## config.mk

```make
export PLATFORM = sky130hd
export DESIGN_NAME = touch_mode_sequencer
export DESIGN_NICKNAME = d
export VERILOG_FILES = /design/src/logic/touch_mode_sequencer.v /design/src/logic/touch_pin_sync.v
export VERILOG_INCLUDE_DIRS = /design/src /design/src/logic
export SDC_FILE = /design/constraint.sdc
export NUM_CORES = 1
export LEC_CHECK = 0
export BUFFER_PORTS_ARGS = -buffer_cell sky130_fd_sc_hd__buf_2
export CAP_MARGIN = 20
export CORE_ASPECT_RATIO = 1.75
export CORE_MARGIN = 2
export CORE_UTILIZATION = 42
export CTS_CLUSTER_DIAMETER = 50
export DETAILED_ROUTE_END_ITERATION = 8
export GPL_TIMING_DRIVEN = 0
export HOLD_SLACK_MARGIN = 0.08
export SETUP_SLACK_MARGIN = 0.4
export SLEW_MARGIN = 30
export SYNTH_ARGS = -nofsm -noshare
export SYNTH_HDL_FRONTEND = slang
export SYNTH_SLANG_ARGS = --single-unit
```

## constraint.sdc

```tcl
create_clock -name i_mclk -period 2.6 [get_ports i_mclk]
set_clock_uncertainty 0.15 [all_clocks]
set_input_delay 0.52 -clock i_mclk [delete_from_list [all_inputs] [get_ports i_mclk]]
set_output_delay 0.52 -clock i_mclk [all_outputs]
set_load 0.1 [all_outputs]
```

## src/logic/touch_defs.vh

```
// Constants for the resistive touch panel mode sequencer
`ifndef TOUCH_DEFS_VH
`define TOUCH_DEFS_VH
// ********************
// Register map
// ********************
`define TOUCH_MODE_SELECT_ADDR 8'h08
`define CONVERTER_CONFIG_ADDR 8'h09
`define TOUCH_MODE_RESET 8'h07
`define CONVERTER_CONFIG_RESET 8'h00
`define MODE_LSB 0
`define MODE_MSB 2
`define CFG_ADC_EN_BIT 0
`define CFG_REF_EN_BIT 1
`define CFG_IRQ_UNMASK_BIT 2
// ********************
// Mode codes
// ********************
`define MODE_X_POS 3'h0
`define MODE_Y_POS 3'h1
`define MODE_PRESSURE 3'h2
`define MODE_X_PLATE 3'h3
`define MODE_Y_PLATE 3'h4
`define MODE_STANDBY 3'h5
`define MODE_CONVERTER 3'h6
`define MODE_OFF 3'h7
// ********************
// Terminal connection codes
// ********************
`define CONN_OPEN 2'h0
`define CONN_REF 2'h1
`define CONN_GND 2'h2
`define CONN_ADC 2'h3
// ********************
// Timing
// ********************
`define CLK_PERIOD_PS 5000
`define DEGLITCH_MS 8
`define DEGLITCH_CYCLES ((`DEGLITCH_MS * 64'd1000000000) / `CLK_PERIOD_PS)
`define BREAK_NS 20
`define BREAK_CYCLES ((`BREAK_NS * 1000 + `CLK_PERIOD_PS - 1) / `CLK_PERIOD_PS)
`endif

```

## src/logic/touch_mode_sequencer.v

```verilog
// Resistive touch panel mode sequencer with switch matrix control
// Function
// A state machine sequences the switch matrix through measure and standby modes.
// The three-bit mode field in touch_mode_select at 08h selects the state.
// Panel drive reference is off in standby and off modes.
// X position: x_plate_a to reference, x_plate_b to ground, Y plates to converter.
// Y position: y_plate_a to reference, y_plate_b to ground, X plates to converter.
// Pressure: both X plates to reference, both Y plates to ground.
// X plate: x_plate_a reference, x_plate_b ground, Y plates open.
// Y plate: X plates open, y_plate_a reference, y_plate_b ground, channel 14.
// Standby: sense both X plates, Y side pulled to ground.
// Panel reaches the converter only via gates on channels 14 and 15.
// Converter reference forced on when converter or touch interface is enabled.
// A reference enable bit keeps converter reference on while both are off.
// A 4-bit converter mux selects monitor channels and touch channels.
// Mode code 101 enters standby, where the block watches for touch.
// A touch held the 8 ms deglitch time raises interrupt when unmasked.
// Mode 111 opens all terminals, never detects touch nor interrupts; a flag set in standby keeps o_touch_irq up until config is read.
// Mode 110 gates all four terminals to the converter as standalone.
// New connections apply only after old drivers are released.
`include "touch_defs.vh"
module touch_mode_sequencer (
  input wire i_mclk,
  input wire i_rst,
  input wire i_ce,
  input wire i_wr_en,
  input wire i_rd_en,
  input wire [7:0] i_addr,
  input wire [7:0] i_wdata,
  input wire i_touch_sense,
  input wire [3:0] i_converter_select,
  output reg [7:0] o_rdata,
  output reg [1:0] o_x_plate_a,
  output reg [1:0] o_x_plate_b,
  output reg [1:0] o_y_plate_a,
  output reg [1:0] o_y_plate_b,
  output reg o_panel_drive_reference,
  output reg o_converter_reference,
  output reg o_panel_channel_a,
  output reg o_panel_channel_b,
  output reg [3:0] o_converter_mux,
  output reg o_touch_irq
);
  localparam ST_BREAK = 1'b0;
  localparam ST_APPLY = 1'b1;
  // ********************
  // Timing limits
  // ********************
  // Counts come from the shared header and are cut to counter width on purpose
  localparam [31:0] BREAK_LAST_FULL = `BREAK_CYCLES - 1;
  localparam [2:0] BREAK_LAST = BREAK_LAST_FULL[2:0];
  localparam [63:0] DEGLITCH_FULL = `DEGLITCH_CYCLES;
  localparam [31:0] DEGLITCH_TOP = DEGLITCH_FULL[31:0];
  localparam [31:0] DEGLITCH_LAST = DEGLITCH_TOP - 32'h1;
  reg [7:0] touch_mode_select;
  reg [7:0] converter_config;
  reg [2:0] active_mode;
  reg state;
  reg [2:0] break_cnt;
  reg [31:0] deglitch_cnt;
  reg touch_flag;
  reg [7:0] next_rdata;
  reg [7:0] conn;
  wire touch_sync;
  wire [2:0] req_mode;
  wire touch_on;

  assign req_mode = touch_mode_select[`MODE_MSB:`MODE_LSB];
  // Touch side counts as enabled from the write on, so the converter
  // reference does not dip while the matrix opens between two modes
  assign touch_on = (req_mode != `MODE_OFF) || (active_mode != `MODE_OFF);

  // Touch sense pin crosses into the clock domain
  touch_pin_sync u_touch_sync (
    .i_mclk(i_mclk),
    .i_rst(i_rst),
    .i_ce(i_ce),
    .i_async(i_touch_sense),
    .o_sync(touch_sync)
  );

  // ********************
  // Register file
  // ********************
  // Writes land in the mode and configuration registers
  always @(posedge i_mclk or posedge i_rst) begin
    if (i_rst) begin
      touch_mode_select <= `TOUCH_MODE_RESET;
      converter_config <= `CONVERTER_CONFIG_RESET;
    end else if (i_ce && i_wr_en) begin
      if (i_addr == `TOUCH_MODE_SELECT_ADDR) begin
        touch_mode_select <= {5'h00, i_wdata[2:0]};
      end else if (i_addr == `CONVERTER_CONFIG_ADDR) begin
        converter_config <= {5'h00, i_wdata[2:0]};
      end
    end
  end

  // Read data; bit 3 of config shows the sticky touch flag
  always @* begin
    next_rdata = 8'h00;
    if (i_addr == `TOUCH_MODE_SELECT_ADDR) begin
      next_rdata = touch_mode_select;
    end else if (i_addr == `CONVERTER_CONFIG_ADDR) begin
      next_rdata = {4'h0, touch_flag, converter_config[2:0]};
    end
  end

  always @(posedge i_mclk or posedge i_rst) begin
    if (i_rst) begin
      o_rdata <= 8'h00;
    end else if (i_ce && i_rd_en) begin
      o_rdata <= next_rdata;
    end
  end

  // ********************
  // Mode sequencer
  // ********************
  // A mode change first opens every terminal, then applies the new mode
  always @(posedge i_mclk or posedge i_rst) begin
    if (i_rst) begin
      state <= ST_APPLY;
      active_mode <= `MODE_OFF;
      break_cnt <= 3'h0;
    end else if (i_ce) begin
      case (state)
        ST_APPLY: begin
          if (req_mode != active_mode) begin
            state <= ST_BREAK;
            active_mode <= `MODE_OFF;
            break_cnt <= 3'h0;
          end
        end
        ST_BREAK: begin
          if (break_cnt >= BREAK_LAST) begin
            state <= ST_APPLY;
            active_mode <= req_mode;
          end else begin
            break_cnt <= break_cnt + 3'h1;
          end
        end
        default: state <= ST_APPLY;
      endcase
    end
  end

  // Connection table per mode: x_a, x_b, y_a, y_b
  always @* begin
    conn = {`CONN_OPEN, `CONN_OPEN, `CONN_OPEN, `CONN_OPEN};
    case (active_mode)
      `MODE_X_POS: conn = {`CONN_REF, `CONN_GND, `CONN_ADC, `CONN_ADC};
      `MODE_Y_POS: conn = {`CONN_ADC, `CONN_ADC, `CONN_REF, `CONN_GND};
      `MODE_PRESSURE: conn = {`CONN_REF, `CONN_REF, `CONN_GND, `CONN_GND};
      `MODE_X_PLATE: conn = {`CONN_REF, `CONN_GND, `CONN_OPEN, `CONN_OPEN};
      `MODE_Y_PLATE: conn = {`CONN_OPEN, `CONN_OPEN, `CONN_REF, `CONN_GND};
      `MODE_STANDBY: conn = {`CONN_ADC, `CONN_ADC, `CONN_GND, `CONN_GND};
      `MODE_CONVERTER: conn = {`CONN_ADC, `CONN_ADC, `CONN_ADC, `CONN_ADC};
      default: conn = {`CONN_OPEN, `CONN_OPEN, `CONN_OPEN, `CONN_OPEN};
    endcase
  end

  // ********************
  // Switch matrix and reference outputs
  // ********************
  always @(posedge i_mclk or posedge i_rst) begin
    if (i_rst) begin
      o_x_plate_a <= `CONN_OPEN;
      o_x_plate_b <= `CONN_OPEN;
      o_y_plate_a <= `CONN_OPEN;
      o_y_plate_b <= `CONN_OPEN;
      o_panel_drive_reference <= 1'b0;
      o_converter_reference <= 1'b0;
      o_panel_channel_a <= 1'b0;
      o_panel_channel_b <= 1'b0;
      o_converter_mux <= 4'h0;
    end else if (i_ce) begin
      o_x_plate_a <= conn[7:6];
      o_x_plate_b <= conn[5:4];
      o_y_plate_a <= conn[3:2];
      o_y_plate_b <= conn[1:0];
      // Reference off in standby, off and during break
      o_panel_drive_reference <= (active_mode != `MODE_STANDBY)
                                 && (active_mode != `MODE_OFF);
      o_converter_reference <= converter_config[`CFG_ADC_EN_BIT] || touch_on
                               || converter_config[`CFG_REF_EN_BIT];
      // Transfer gates close when a panel terminal routes to the converter; channel a also closes in X plate and Y plate modes
      o_panel_channel_a <= (conn[7:6] == `CONN_ADC) || (conn[3:2] == `CONN_ADC)
                           || (active_mode == `MODE_X_PLATE)
                           || (active_mode == `MODE_Y_PLATE);
      o_panel_channel_b <= (conn[5:4] == `CONN_ADC) || (conn[1:0] == `CONN_ADC);
      o_converter_mux <= i_converter_select;
    end
  end

  // ********************
  // Touch detection
  // ********************
  // Touch must stay present the full deglitch time in standby
  always @(posedge i_mclk or posedge i_rst) begin
    if (i_rst) begin
      deglitch_cnt <= 32'h0;
      touch_flag <= 1'b0;
      o_touch_irq <= 1'b0;
    end else if (i_ce) begin
      if (active_mode == `MODE_STANDBY && touch_sync) begin
        if (deglitch_cnt < DEGLITCH_TOP) begin
          deglitch_cnt <= deglitch_cnt + 32'h1;
        end
      end else begin
        deglitch_cnt <= 32'h0;
      end
      // Set wins over a clear by reading the config register
      if (active_mode == `MODE_STANDBY
          && deglitch_cnt == DEGLITCH_LAST) begin
        touch_flag <= 1'b1;
      end else if (i_rd_en && i_addr == `CONVERTER_CONFIG_ADDR) begin
        touch_flag <= 1'b0;
      end
      o_touch_irq <= touch_flag && converter_config[`CFG_IRQ_UNMASK_BIT];
    end
  end
endmodule

```

## src/logic/touch_pin_sync.v

```verilog
// Two flip-flop synchroniser for one asynchronous level
module touch_pin_sync (
  input wire i_mclk,
  input wire i_rst,
  input wire i_ce,
  input wire i_async,
  output reg o_sync
);
  reg stage_one;
  // ********************
  // Synchroniser
  // ********************
  // First stage is read only by the second stage
  always @(posedge i_mclk or posedge i_rst) begin
    if (i_rst) begin
      stage_one <= 1'b0;
      o_sync <= 1'b0;
    end else if (i_ce) begin
      stage_one <= i_async;
      o_sync <= stage_one;
    end
  end
endmodule

```

==> results of run 1 <==
[Yosys cell counts, drive strengths merged (7+ instances only)]
cell	instances	area share
nand3	24	0.038
nand2	32	0.036
nor4	11	0.020
buf	10	0.019
a21oi	10	0.014
mux2	15	0.048
nand4	8	0.014
dfrtp	62	0.44
o21ai	22	0.031
nor2	18	0.019
inv	10	0.011
clkbuf	13	0.023
and2	14	0.026
dfstp	7	0.052
[logic make-up (layout without fill, tap and decap cells)]
family	count (synthesis)	count (layout)	share of synthesized area
flip-flops	69	69	0.494
AO/OA/AOI/OAI	83	83	0.163
buffers and inverters	33	102	0.0520
multiplexers	15	15	0.0480
other	1	4	0.00107
adder cells (fa/ha/maj)	3	3	0.0107
AND/OR/NAND/NOR	138	138	0.217
XOR/XNOR	6	6	0.0149
[sequential cells by signal, indices dropped and copies added (netlist names), 2 cells and up]
register and flops:
converter_config 3, break_cnt 3, o_x_plate_a 2, o_converter_mux 4, active_mode 3, o_y_plate_a 2
o_x_plate_b 2, o_y_plate_b 2, o_rdata 4, deglitch_cnt 32, touch_mode_select 3
[per-stage QoR]
stage               hold WS [ns]  utilization  cells  setup TNS (ns)  power [W]
floorplan                  0.294            -    351               0    0.00255
finish                     0.263        0.547    512               0    0.00426
CTS                        0.257        0.533    508               0    0.00425
global route               0.261        0.547    512               0    0.00444
detailed placement         0.314        0.474    486          -0.464    0.00282
global placement           0.311        0.469    484          -0.512    0.00280
[routing by layer]
metal  vias up  track usage
li1       1420            -
met1      1439        0.232
met2        57        0.380
met3        11       0.0355
met4         0        0.106
met5         -            0
[power by group through the flow]
stage / Combinational [W] / Clock [W] / Sequential (W)
final: 0.00152 / 0.00141 / 0.00133
after CTS: 0.00150 / 0.00142 / 0.00133
after floorplan: 0.000570 / 0 / 0.00198
after global routing: 0.00162 / 0.00146 / 0.00135
after detailed placement: 0.00147 / 0 / 0.00135
after global placement: 0.00146 / 0 / 0.00134
[critical path, stage by stage (launching register included)]
cell,delay [ns]
sky130_fd_sc_hd__dfrtp_1,0.37
sky130_fd_sc_hd__or4_4,0.57
sky130_fd_sc_hd__nor3_4,0.23
sky130_fd_sc_hd__buf_12,0.15
sky130_fd_sc_hd__nand2_8,0.07
sky130_fd_sc_hd__or3_1,0.31
sky130_fd_sc_hd__a31o_1,0.22
[final timing paths]
| kind | startpoint | to | slack (ns) | depth (start not counted) |
|---|---|---|---|---|
| setup / recovery | deglitch_cnt[27]$_DFFE_PP0P_ | deglitch_cnt[3]$_DFFE_PP0P_ | 0.41 | 6 |
| hold / removal | i_converter_select[3] | o_converter_mux[3]$_DFFE_PP0P_ | 0.26 | 2 |
| setup reg to reg | deglitch_cnt[27]$_DFFE_PP0P_ | deglitch_cnt[3]$_DFFE_PP0P_ | 0.41 | 6 |
| hold reg to reg | o_rdata[1]$_DFFE_PP0P_ | o_rdata[1]$_DFFE_PP0P_ | 0.33 | 2 |
| max in group asynchronous | i_rst | active_mode[0]$_DFFE_PP1P_ | 1.21 | 4 |
| min in group asynchronous | i_rst | deglitch_cnt[4]$_DFFE_PP0P_ | 0.57 | 3 |
[layout make-up]
| type | instances | area [um2] |
|---|---|---|
| buffer | 23 | 166 |
| clock buffer | 9 | 225 |
| clock inverter | 6 | 111 |
| fill | 713 | 3720 |
| inverter | 10 | 41.3 |
| multi-input combinational | 249 | 1740 |
| sequential | 69 | 1740 |
| tap | 92 | 115 |
| timing repair buffer | 54 | 343 |
[what timing repair did]
| action | CTS | global route |
|---|---|---|
| hold buffers | 1 | 0 |
| resized for setup | 17 | 21 |
| endpoints found under the hold margin | 11 | 0 |
| buffers inserted | 6 | 4 |
| setup endpoints to repair | 35 | 27 |
| pin swaps | 9 | 4 |
==> summary.txt, run 1 <==
Floorplan
  • Starting Density: 0.429
  • Overall die height: ~130 um
  • Area enclosed by the die boundary: 0.00915 mm2
  • Number of rows in the core area: 44
  • I/O Pins: between 50 and 60
  • Width of the chip: 73.2 um
  • Core region area: 0.00820 mm2

Pwr
  • Share of total power in the clock network: 0.330
  • Combinational cell fraction of total power: 0.357
  • Reg power frac: 0.313
  • Largest voltage drop on the vdd net: 814 uV
  • Power density cells: 950 mW/mm2
  • Cell-internal power: 0.00256 W
  • Net switching power: 0.00170 W
  • Switching share of power: 0.400
  • Leakage power: 1.96 nW

STA
  • Final setup violation count: 0
  • Share of the cycle needed by the critical path after routing: 0.843
  • Hold violation count in the final report: 0
  • Post-layout min period: 2.19 ns
  • Worst Slack Setup Final: 0.408 ns
  • Count of pins over their slew limit: 0
  • Max frequency: around 0.46 GHz
  • Rel. slew slack: 0.611
  • Slew at the pin closest to its max-slew limit: 0.579 ns
  • Setup repair after global routing missed its margin: true

Layout
  • Synth-to-Final Area Change: 27.5%
  • Fraction of layout instances using a drive strength above 1: 0.338
  • Most used cells in the layout excluding fill and tap cells: sky130_fd_sc_hd__dfrtp_1, sky130_fd_sc_hd__buf_2, sky130_fd_sc_hd__nand2_1
  • Post-route cell area: 0.00448 mm2
  • Antenna cell count: 0
  • Most common library cell in the layout ignoring fill and taps: sky130_fd_sc_hd__dfrtp_1
  • Net total in the final layout: 445

Worst setup path
  • Worst setup EP type: flip-flop
  • Arrival time of the worst setup path: 2.27 ns
  • Critical setup path kind: reg2reg
  • Required time reported for the critical path endpoint: 2.68 ns
  • Maximum fanout along the worst path: 7
  • Setup crit start kind: flip-flop

Routing
  • Residual DRC: 0
  • Initial DRC count: 235
  • Number of iterations in the first detailed-routing pass: 4
  • Detail Route met3 WL: 213 um
  • Routed vias/inst: 5.72
  • Mean routed wirelength per cell: 17.6 um
  • Detail Route Antenna Nets: 0
  • Highest signal layer in the routed design: met4
  • Wire length on met1: 3500 um
  • Final wirelength: 8990 um
  • WL met2: between 5000 and 6000 um
  • Total via count in the routed design: 2927

Clock tree
  • Number of buffers created by CTS: 9
  • CTS Sinks: 69
  • Clock network latency to the later pin of the worst-skew pair: between 0.3 and 0.4 ns
  • Clock root buffer: sky130_fd_sc_hd__clkbuf_16
  • Clock buffer depth: 2
  • Clock tree from TritonCTS: done
  • H-tree Lvls: 3
  • Clock slew at the register clock pins of the worst setup and hold paths: 0.06 ns

Placement
  • Input/output buffers: 41
  • Detailed placement HPWL: 6270 um
  • Placement Cell Area: 0.00389 mm2
  • Global placement routability congestion: 0.885
  • Worst slack at placement: -0.0870 ns

Logic synthesis
  • EDFF count, synth: 0
  • Number of register bits inferred by synthesis: 69
  • Synthesized instance count: roughly 350
  • Post-synthesis sequential area ratio: 0.494
  • Number of warnings issued by yosys: 0
  • Post-synthesis instance area: 0.00352 mm2
  • Top FF cell, synth: sky130_fd_sc_hd__dfrtp_1
  • Ys async rst share: 1.00
  • Average cell area after synthesis: approximately 10 um2
  • Synth cell types: 62

GRT
  • Total congestion overflow: 0
  • Vias in the first global route: about 3000
  • Gr usage total: 0.212
  • Global-route wire length before repair: around 15000 um
  • Pin count of the biggest net entering global routing: 30
  • Initial antenna violation count: 0

Job
  • Number of max-cap violations: 0

Min path
  • Hold Crit Class: in2reg

Outcome
  • Run status: completed
Note: power is estimated with default switching activity, not from simulation.
==> run 2, diff against run 1 <==
--- a/config.mk
+++ b/config.mk
@@ -6,6 +6,7 @@
 export SDC_FILE = /design/constraint.sdc
 export NUM_CORES = 1
 export LEC_CHECK = 0
+export ABC_AREA = 1
 export BUFFER_PORTS_ARGS = -buffer_cell sky130_fd_sc_hd__buf_2
 export CAP_MARGIN = 20
 export CORE_ASPECT_RATIO = 1.75
==> constraint.sdc (replaced) <==
create_clock -name i_mclk -period 2.2 [get_ports i_mclk]
set_clock_uncertainty 0.15 [all_clocks]
set_input_delay 0.44 -clock i_mclk [delete_from_list [all_inputs] [get_ports i_mclk]]
set_output_delay 0.44 -clock i_mclk [all_outputs]
set_load 0.1 [all_outputs]
==> run 2 against run 1 <==
Net effect:
- count of clock-buffer cells in the layout rose by 5
- cell area rose by 4.9%
- first-iteration DRC count fell by 28%
- core utilization fell by 0.41 points
- synthesized cell count rose by 41%
- clock power barely moved
- register-to-register slack improved by 0.05 ns
- flip-flop and latch count did not move
==> summary.txt, run 2 <==
Floorplan
  • I/O Pins: 51 (unchanged)
  • Width of the chip: 75.5 um (+3.2%)
  • Area enclosed by the die boundary: 0.00975 mm2 (+6.6%)
  • Overall die height: 129 um (+3.3%)
  • Number of rows in the core area: 45 (+2.3%)
  • Core region area: 0.00867 mm2 (+5.7%)
  • Starting Density: 0.434 (+0.00501)

Layout
  • Post-route cell area: 0.00470 mm2 (+4.9%)
  • Synth-to-Final Area Change: 25.1%
  • Most used cells in the layout excluding fill and tap cells: sky130_fd_sc_hd__nand2_1, sky130_fd_sc_hd__dfrtp_1, sky130_fd_sc_hd__nor2_1
  • Fraction of layout instances using a drive strength above 1: 0.246 (-0.0925)
  • Net total in the final layout: 598 (+34%)
  • Most common library cell in the layout ignoring fill and taps: sky130_fd_sc_hd__nand2_1
  • Largest register by flop count: deglitch_cnt
  • Max reg flops: 32 (unchanged)
  • Antenna cell count: 0 (unchanged)
  • Biggest registers after layout: deglitch_cnt: 32 flops, o_converter_mux: 4 flops, o_rdata: 4 flops

Worst setup path
  • Cells on worst reg2reg path: 9 (+3)
  • Buffering stage count on the worst path with inverters included: 1 (unchanged)
  • Maximum fanout along the worst path: 2 (-5)
  • Reg2Reg Capture Point: deglitch_cnt[11]$_DFFE_PP0P_
  • Required time reported for the critical path endpoint: 1.61 ns (-1.07 ns)
  • Worst setup EP type: output port
  • Worst-case register-to-register setup slack: 0.46 ns (+0.05 ns)
  • Worst setup path start: o_panel_channel_a$_DFFE_PP0P_
  • Setup crit start kind: flip-flop
  • R2r startpoint: active_mode[2]$_DFFE_PP1P_
  • Critical setup path kind: reg2out
  • Delay of the slowest cell on the worst path: 0.44 ns (-0.13 ns)
  • Arrival time of the worst setup path: 1.15 ns (-1.12 ns)
  • Worst-path cell chain: buf_2
  • Gate family responsible for the most delay along the worst path: buffers and inverters
  • Cell type of the slowest stage on the worst timing path: sky130_fd_sc_hd__buf_2

Logic synthesis
  • Cell types with the largest area share after synthesis: sky130_fd_sc_hd__dfrtp_1, sky130_fd_sc_hd__nand2_1, sky130_fd_sc_hd__nor2_1
  • Top FF cell, synth: sky130_fd_sc_hd__dfrtp_1
  • Synthesized instance count: 491 (+41%)
  • Post-synthesis sequential area ratio: 0.462 (-0.0320)
  • Average cell area after synthesis: 7.66 um2 (-24%)
  • Number of warnings issued by yosys: 0 (unchanged)
  • EDFF count, synth: 0 (unchanged)
  • Most instantiated cells after synthesis: sky130_fd_sc_hd__nand2_1, sky130_fd_sc_hd__nor2_1, sky130_fd_sc_hd__dfrtp_1
  • Ys async rst share: 1.00 (unchanged)
  • Largest area contributor in the netlist: sky130_fd_sc_hd__dfrtp_1
  • Cell with the most instances after synthesis: sky130_fd_sc_hd__nand2_1
  • Post-synthesis instance area: 0.00376 mm2 (+6.9%)
  • Number of register bits inferred by synthesis: 69 (unchanged)
  • Synth cell types: 36 (-42%)
  • Top-area cell type share of the netlist area: 0.413 (-0.0286)

Routing
  • Initial DRC count: 169 (-28%)
  • Mean routed wirelength per cell: 13.1 um (-26%)
  • Number of iterations in the first detailed-routing pass: 5 (+1)
  • Final wirelength: 9020 um (+0.37%)
  • Detail Route Antenna Nets: 0 (unchanged)
  • Routed vias/inst: 4.78 (-16%)
  • Residual DRC: 0 (unchanged)
  • Total via count in the routed design: 3304 (+13%)

GRT
  • Gr usage total: 0.202 (-0.0105)
  • Total congestion overflow: 0 (unchanged)
  • Initial antenna violation count: 0 (unchanged)
  • Vias in the first global route: 3307 (+9.6%)
  • Global-route wire length before repair: 15000 um (+1.0%)
  • Pin count of the biggest net entering global routing: 29 (-3.3%)

STA
  • Post-layout min period: 1.74 ns
  • Share of the cycle needed by the critical path after routing: 0.790
  • Setup total negative slack: 0 ns (unchanged)
  • Final setup violation count: 0 (unchanged)
  • Hold violation count in the final report: 0 (unchanged)
  • Count of pins over their slew limit: 0 (unchanged)
  • Rel. slew slack: 0.644 (+0.0339)
  • Setup repair after global routing missed its margin: true
  • Min Hold Slack: 0.154 ns (-0.109 ns)
  • Max frequency: 0.575 GHz
  • Slew at the pin closest to its max-slew limit: 0.533 ns (-0.0455 ns)

Pwr
  • Power density cells: 1000 mW/mm2 (+5.2%)
  • Leakage power: 2.21 nW (+13%)
  • Largest voltage drop on the vdd net: 834 uV (+2.5%)
  • Power, Total: 0.00470 W (+10%)

Job
  • Number of max-cap violations: 0 (unchanged)

Placement
  • Placement Cell Area: 0.00417 mm2 (+7.1%)
  • Global placement routability congestion: 0.856 (-3.2%)
  • Detailed placement HPWL: 6400 um (+2.2%)
  • Input/output buffers: 41 (unchanged)

Clock tree
  • Clock buffer depth: 2 (unchanged)
  • H-tree Lvls: 3 (unchanged)
  • Clock root buffer: sky130_fd_sc_hd__clkbuf_16
  • Clock slew at the register clock pins of the worst setup and hold paths: 0.06 ns (about the same)
  • Number of buffers created by CTS: 9 (unchanged)
  • Clock tree from TritonCTS: done
  • Clock network latency to the later pin of the worst-skew pair: 0.33 ns (about the same)
  • CTS Sinks: 69 (unchanged)

Min path
  • Cells on Worst Hold Path: 3 (+1)
  • Hold Path Origin: i_converter_select[1]
  • Hold Crit Class: in2reg
  • Terminating pin of the worst hold path: o_converter_mux[1]$_DFFE_PP0P_

Outcome
  • Run status: completed
==> run 2: worst min-delay path, delay by kind of cell <==
family / cells / cell delay, ns
and+or+nand+nor: 2 / 0.09
buffers and inverters: 1 / 0.08
==> run 2: where the power goes <==
part           switching (W)  leakage, nW  internal, W
clock network       0.000523        0.141     0.000908
registers           0.000111        0.885      0.00146
logic                0.00123         1.19     0.000467
total                0.00187         2.21      0.00283
==> run 2: how the worst max path moves through the flow <==
stage	endpoint	slack (ns)	cells past startpoint
6_report	o_panel_channel_a	0.46	1
5_1_grt	active_mode[2]$_DFFE_PP1P_	0.37	6
4_1_cts	deglitch_cnt[16]$_DFFE_PP0P_	0.39	9
3_5_place_dp	deglitch_cnt[16]$_DFFE_PP0P_	0.28	5
3_3_place_gp	deglitch_cnt[16]$_DFFE_PP0P_	0.29	5
2_1_floorplan	deglitch_cnt[8]$_DFFE_PP0P_	0.58	10
==> run 2: cell families (layout without fill, tap and decap cells) <==
| group | count (synthesis) | count (layout) | synth area share |
|---|---|---|---|
| AO/OA/AOI/OAI | 47 | 47 | 0.0676 |
| AND/OR/NAND/NOR | 299 | 299 | 0.359 |
| XOR/XNOR | 5 | 5 | 0.0116 |
| flip-flops | 69 | 69 | 0.462 |
| buffers and inverters | 67 | 147 | 0.0892 |
| other | 1 | 4 | 0.000997 |
| adder cells (fa/ha/maj) | 3 | 3 | 0.00998 |
==> run 2: cell type report <==
class | count | area (um2)
Buffer | 20 | 171
Clock buffer | 14 | 254
Clock inverter | 2 | 35.0
Fill cell | 858 | 3970
Inverter | 47 | 188
Multi-Input combinational cell | 358 | 1750
Sequential cell | 69 | 1740
Tap cell | 117 | 146
Timing Repair Buffer | 64 | 423
==> run 2: stage by stage <==
stage | utilization | instances | setup slack (ns)
floorplan | - | 494 | 0.580
CTS | 0.518 | 673 | 0.385
finish | 0.542 | 691 | 0.461
global route | 0.542 | 691 | 0.368
global placement | 0.476 | 652 | 0.286
detailed placement | 0.481 | 654 | 0.276
==> run 2: routing by layer <==
| metal | share of wire | track usage | up-vias |
|---|---|---|---|
| met3 | 0.033 | 0.0459 | 15 |
| met2 | 0.54 | 0.343 | 71 |
| met1 | 0.40 | 0.234 | 1524 |
| li1 | - | - | 1694 |
| met5 | 0 | 0 | - |
| met4 | 0.024 | 0.0949 | 0 |
==> run 2: timing repair <==
| item | 4_1_cts | 5_1_grt |
|---|---|---|
| endpoints found under the setup margin | 31 | 36 |
| hold buffers | 1 | 0 |
| cloned | 0 | 1 |
| setup buffers | 2 | 17 |
| endpoints found under the hold margin | 11 | 0 |
| gates resized for setup | 4 | 23 |
| pin swaps | 1 | 11 |
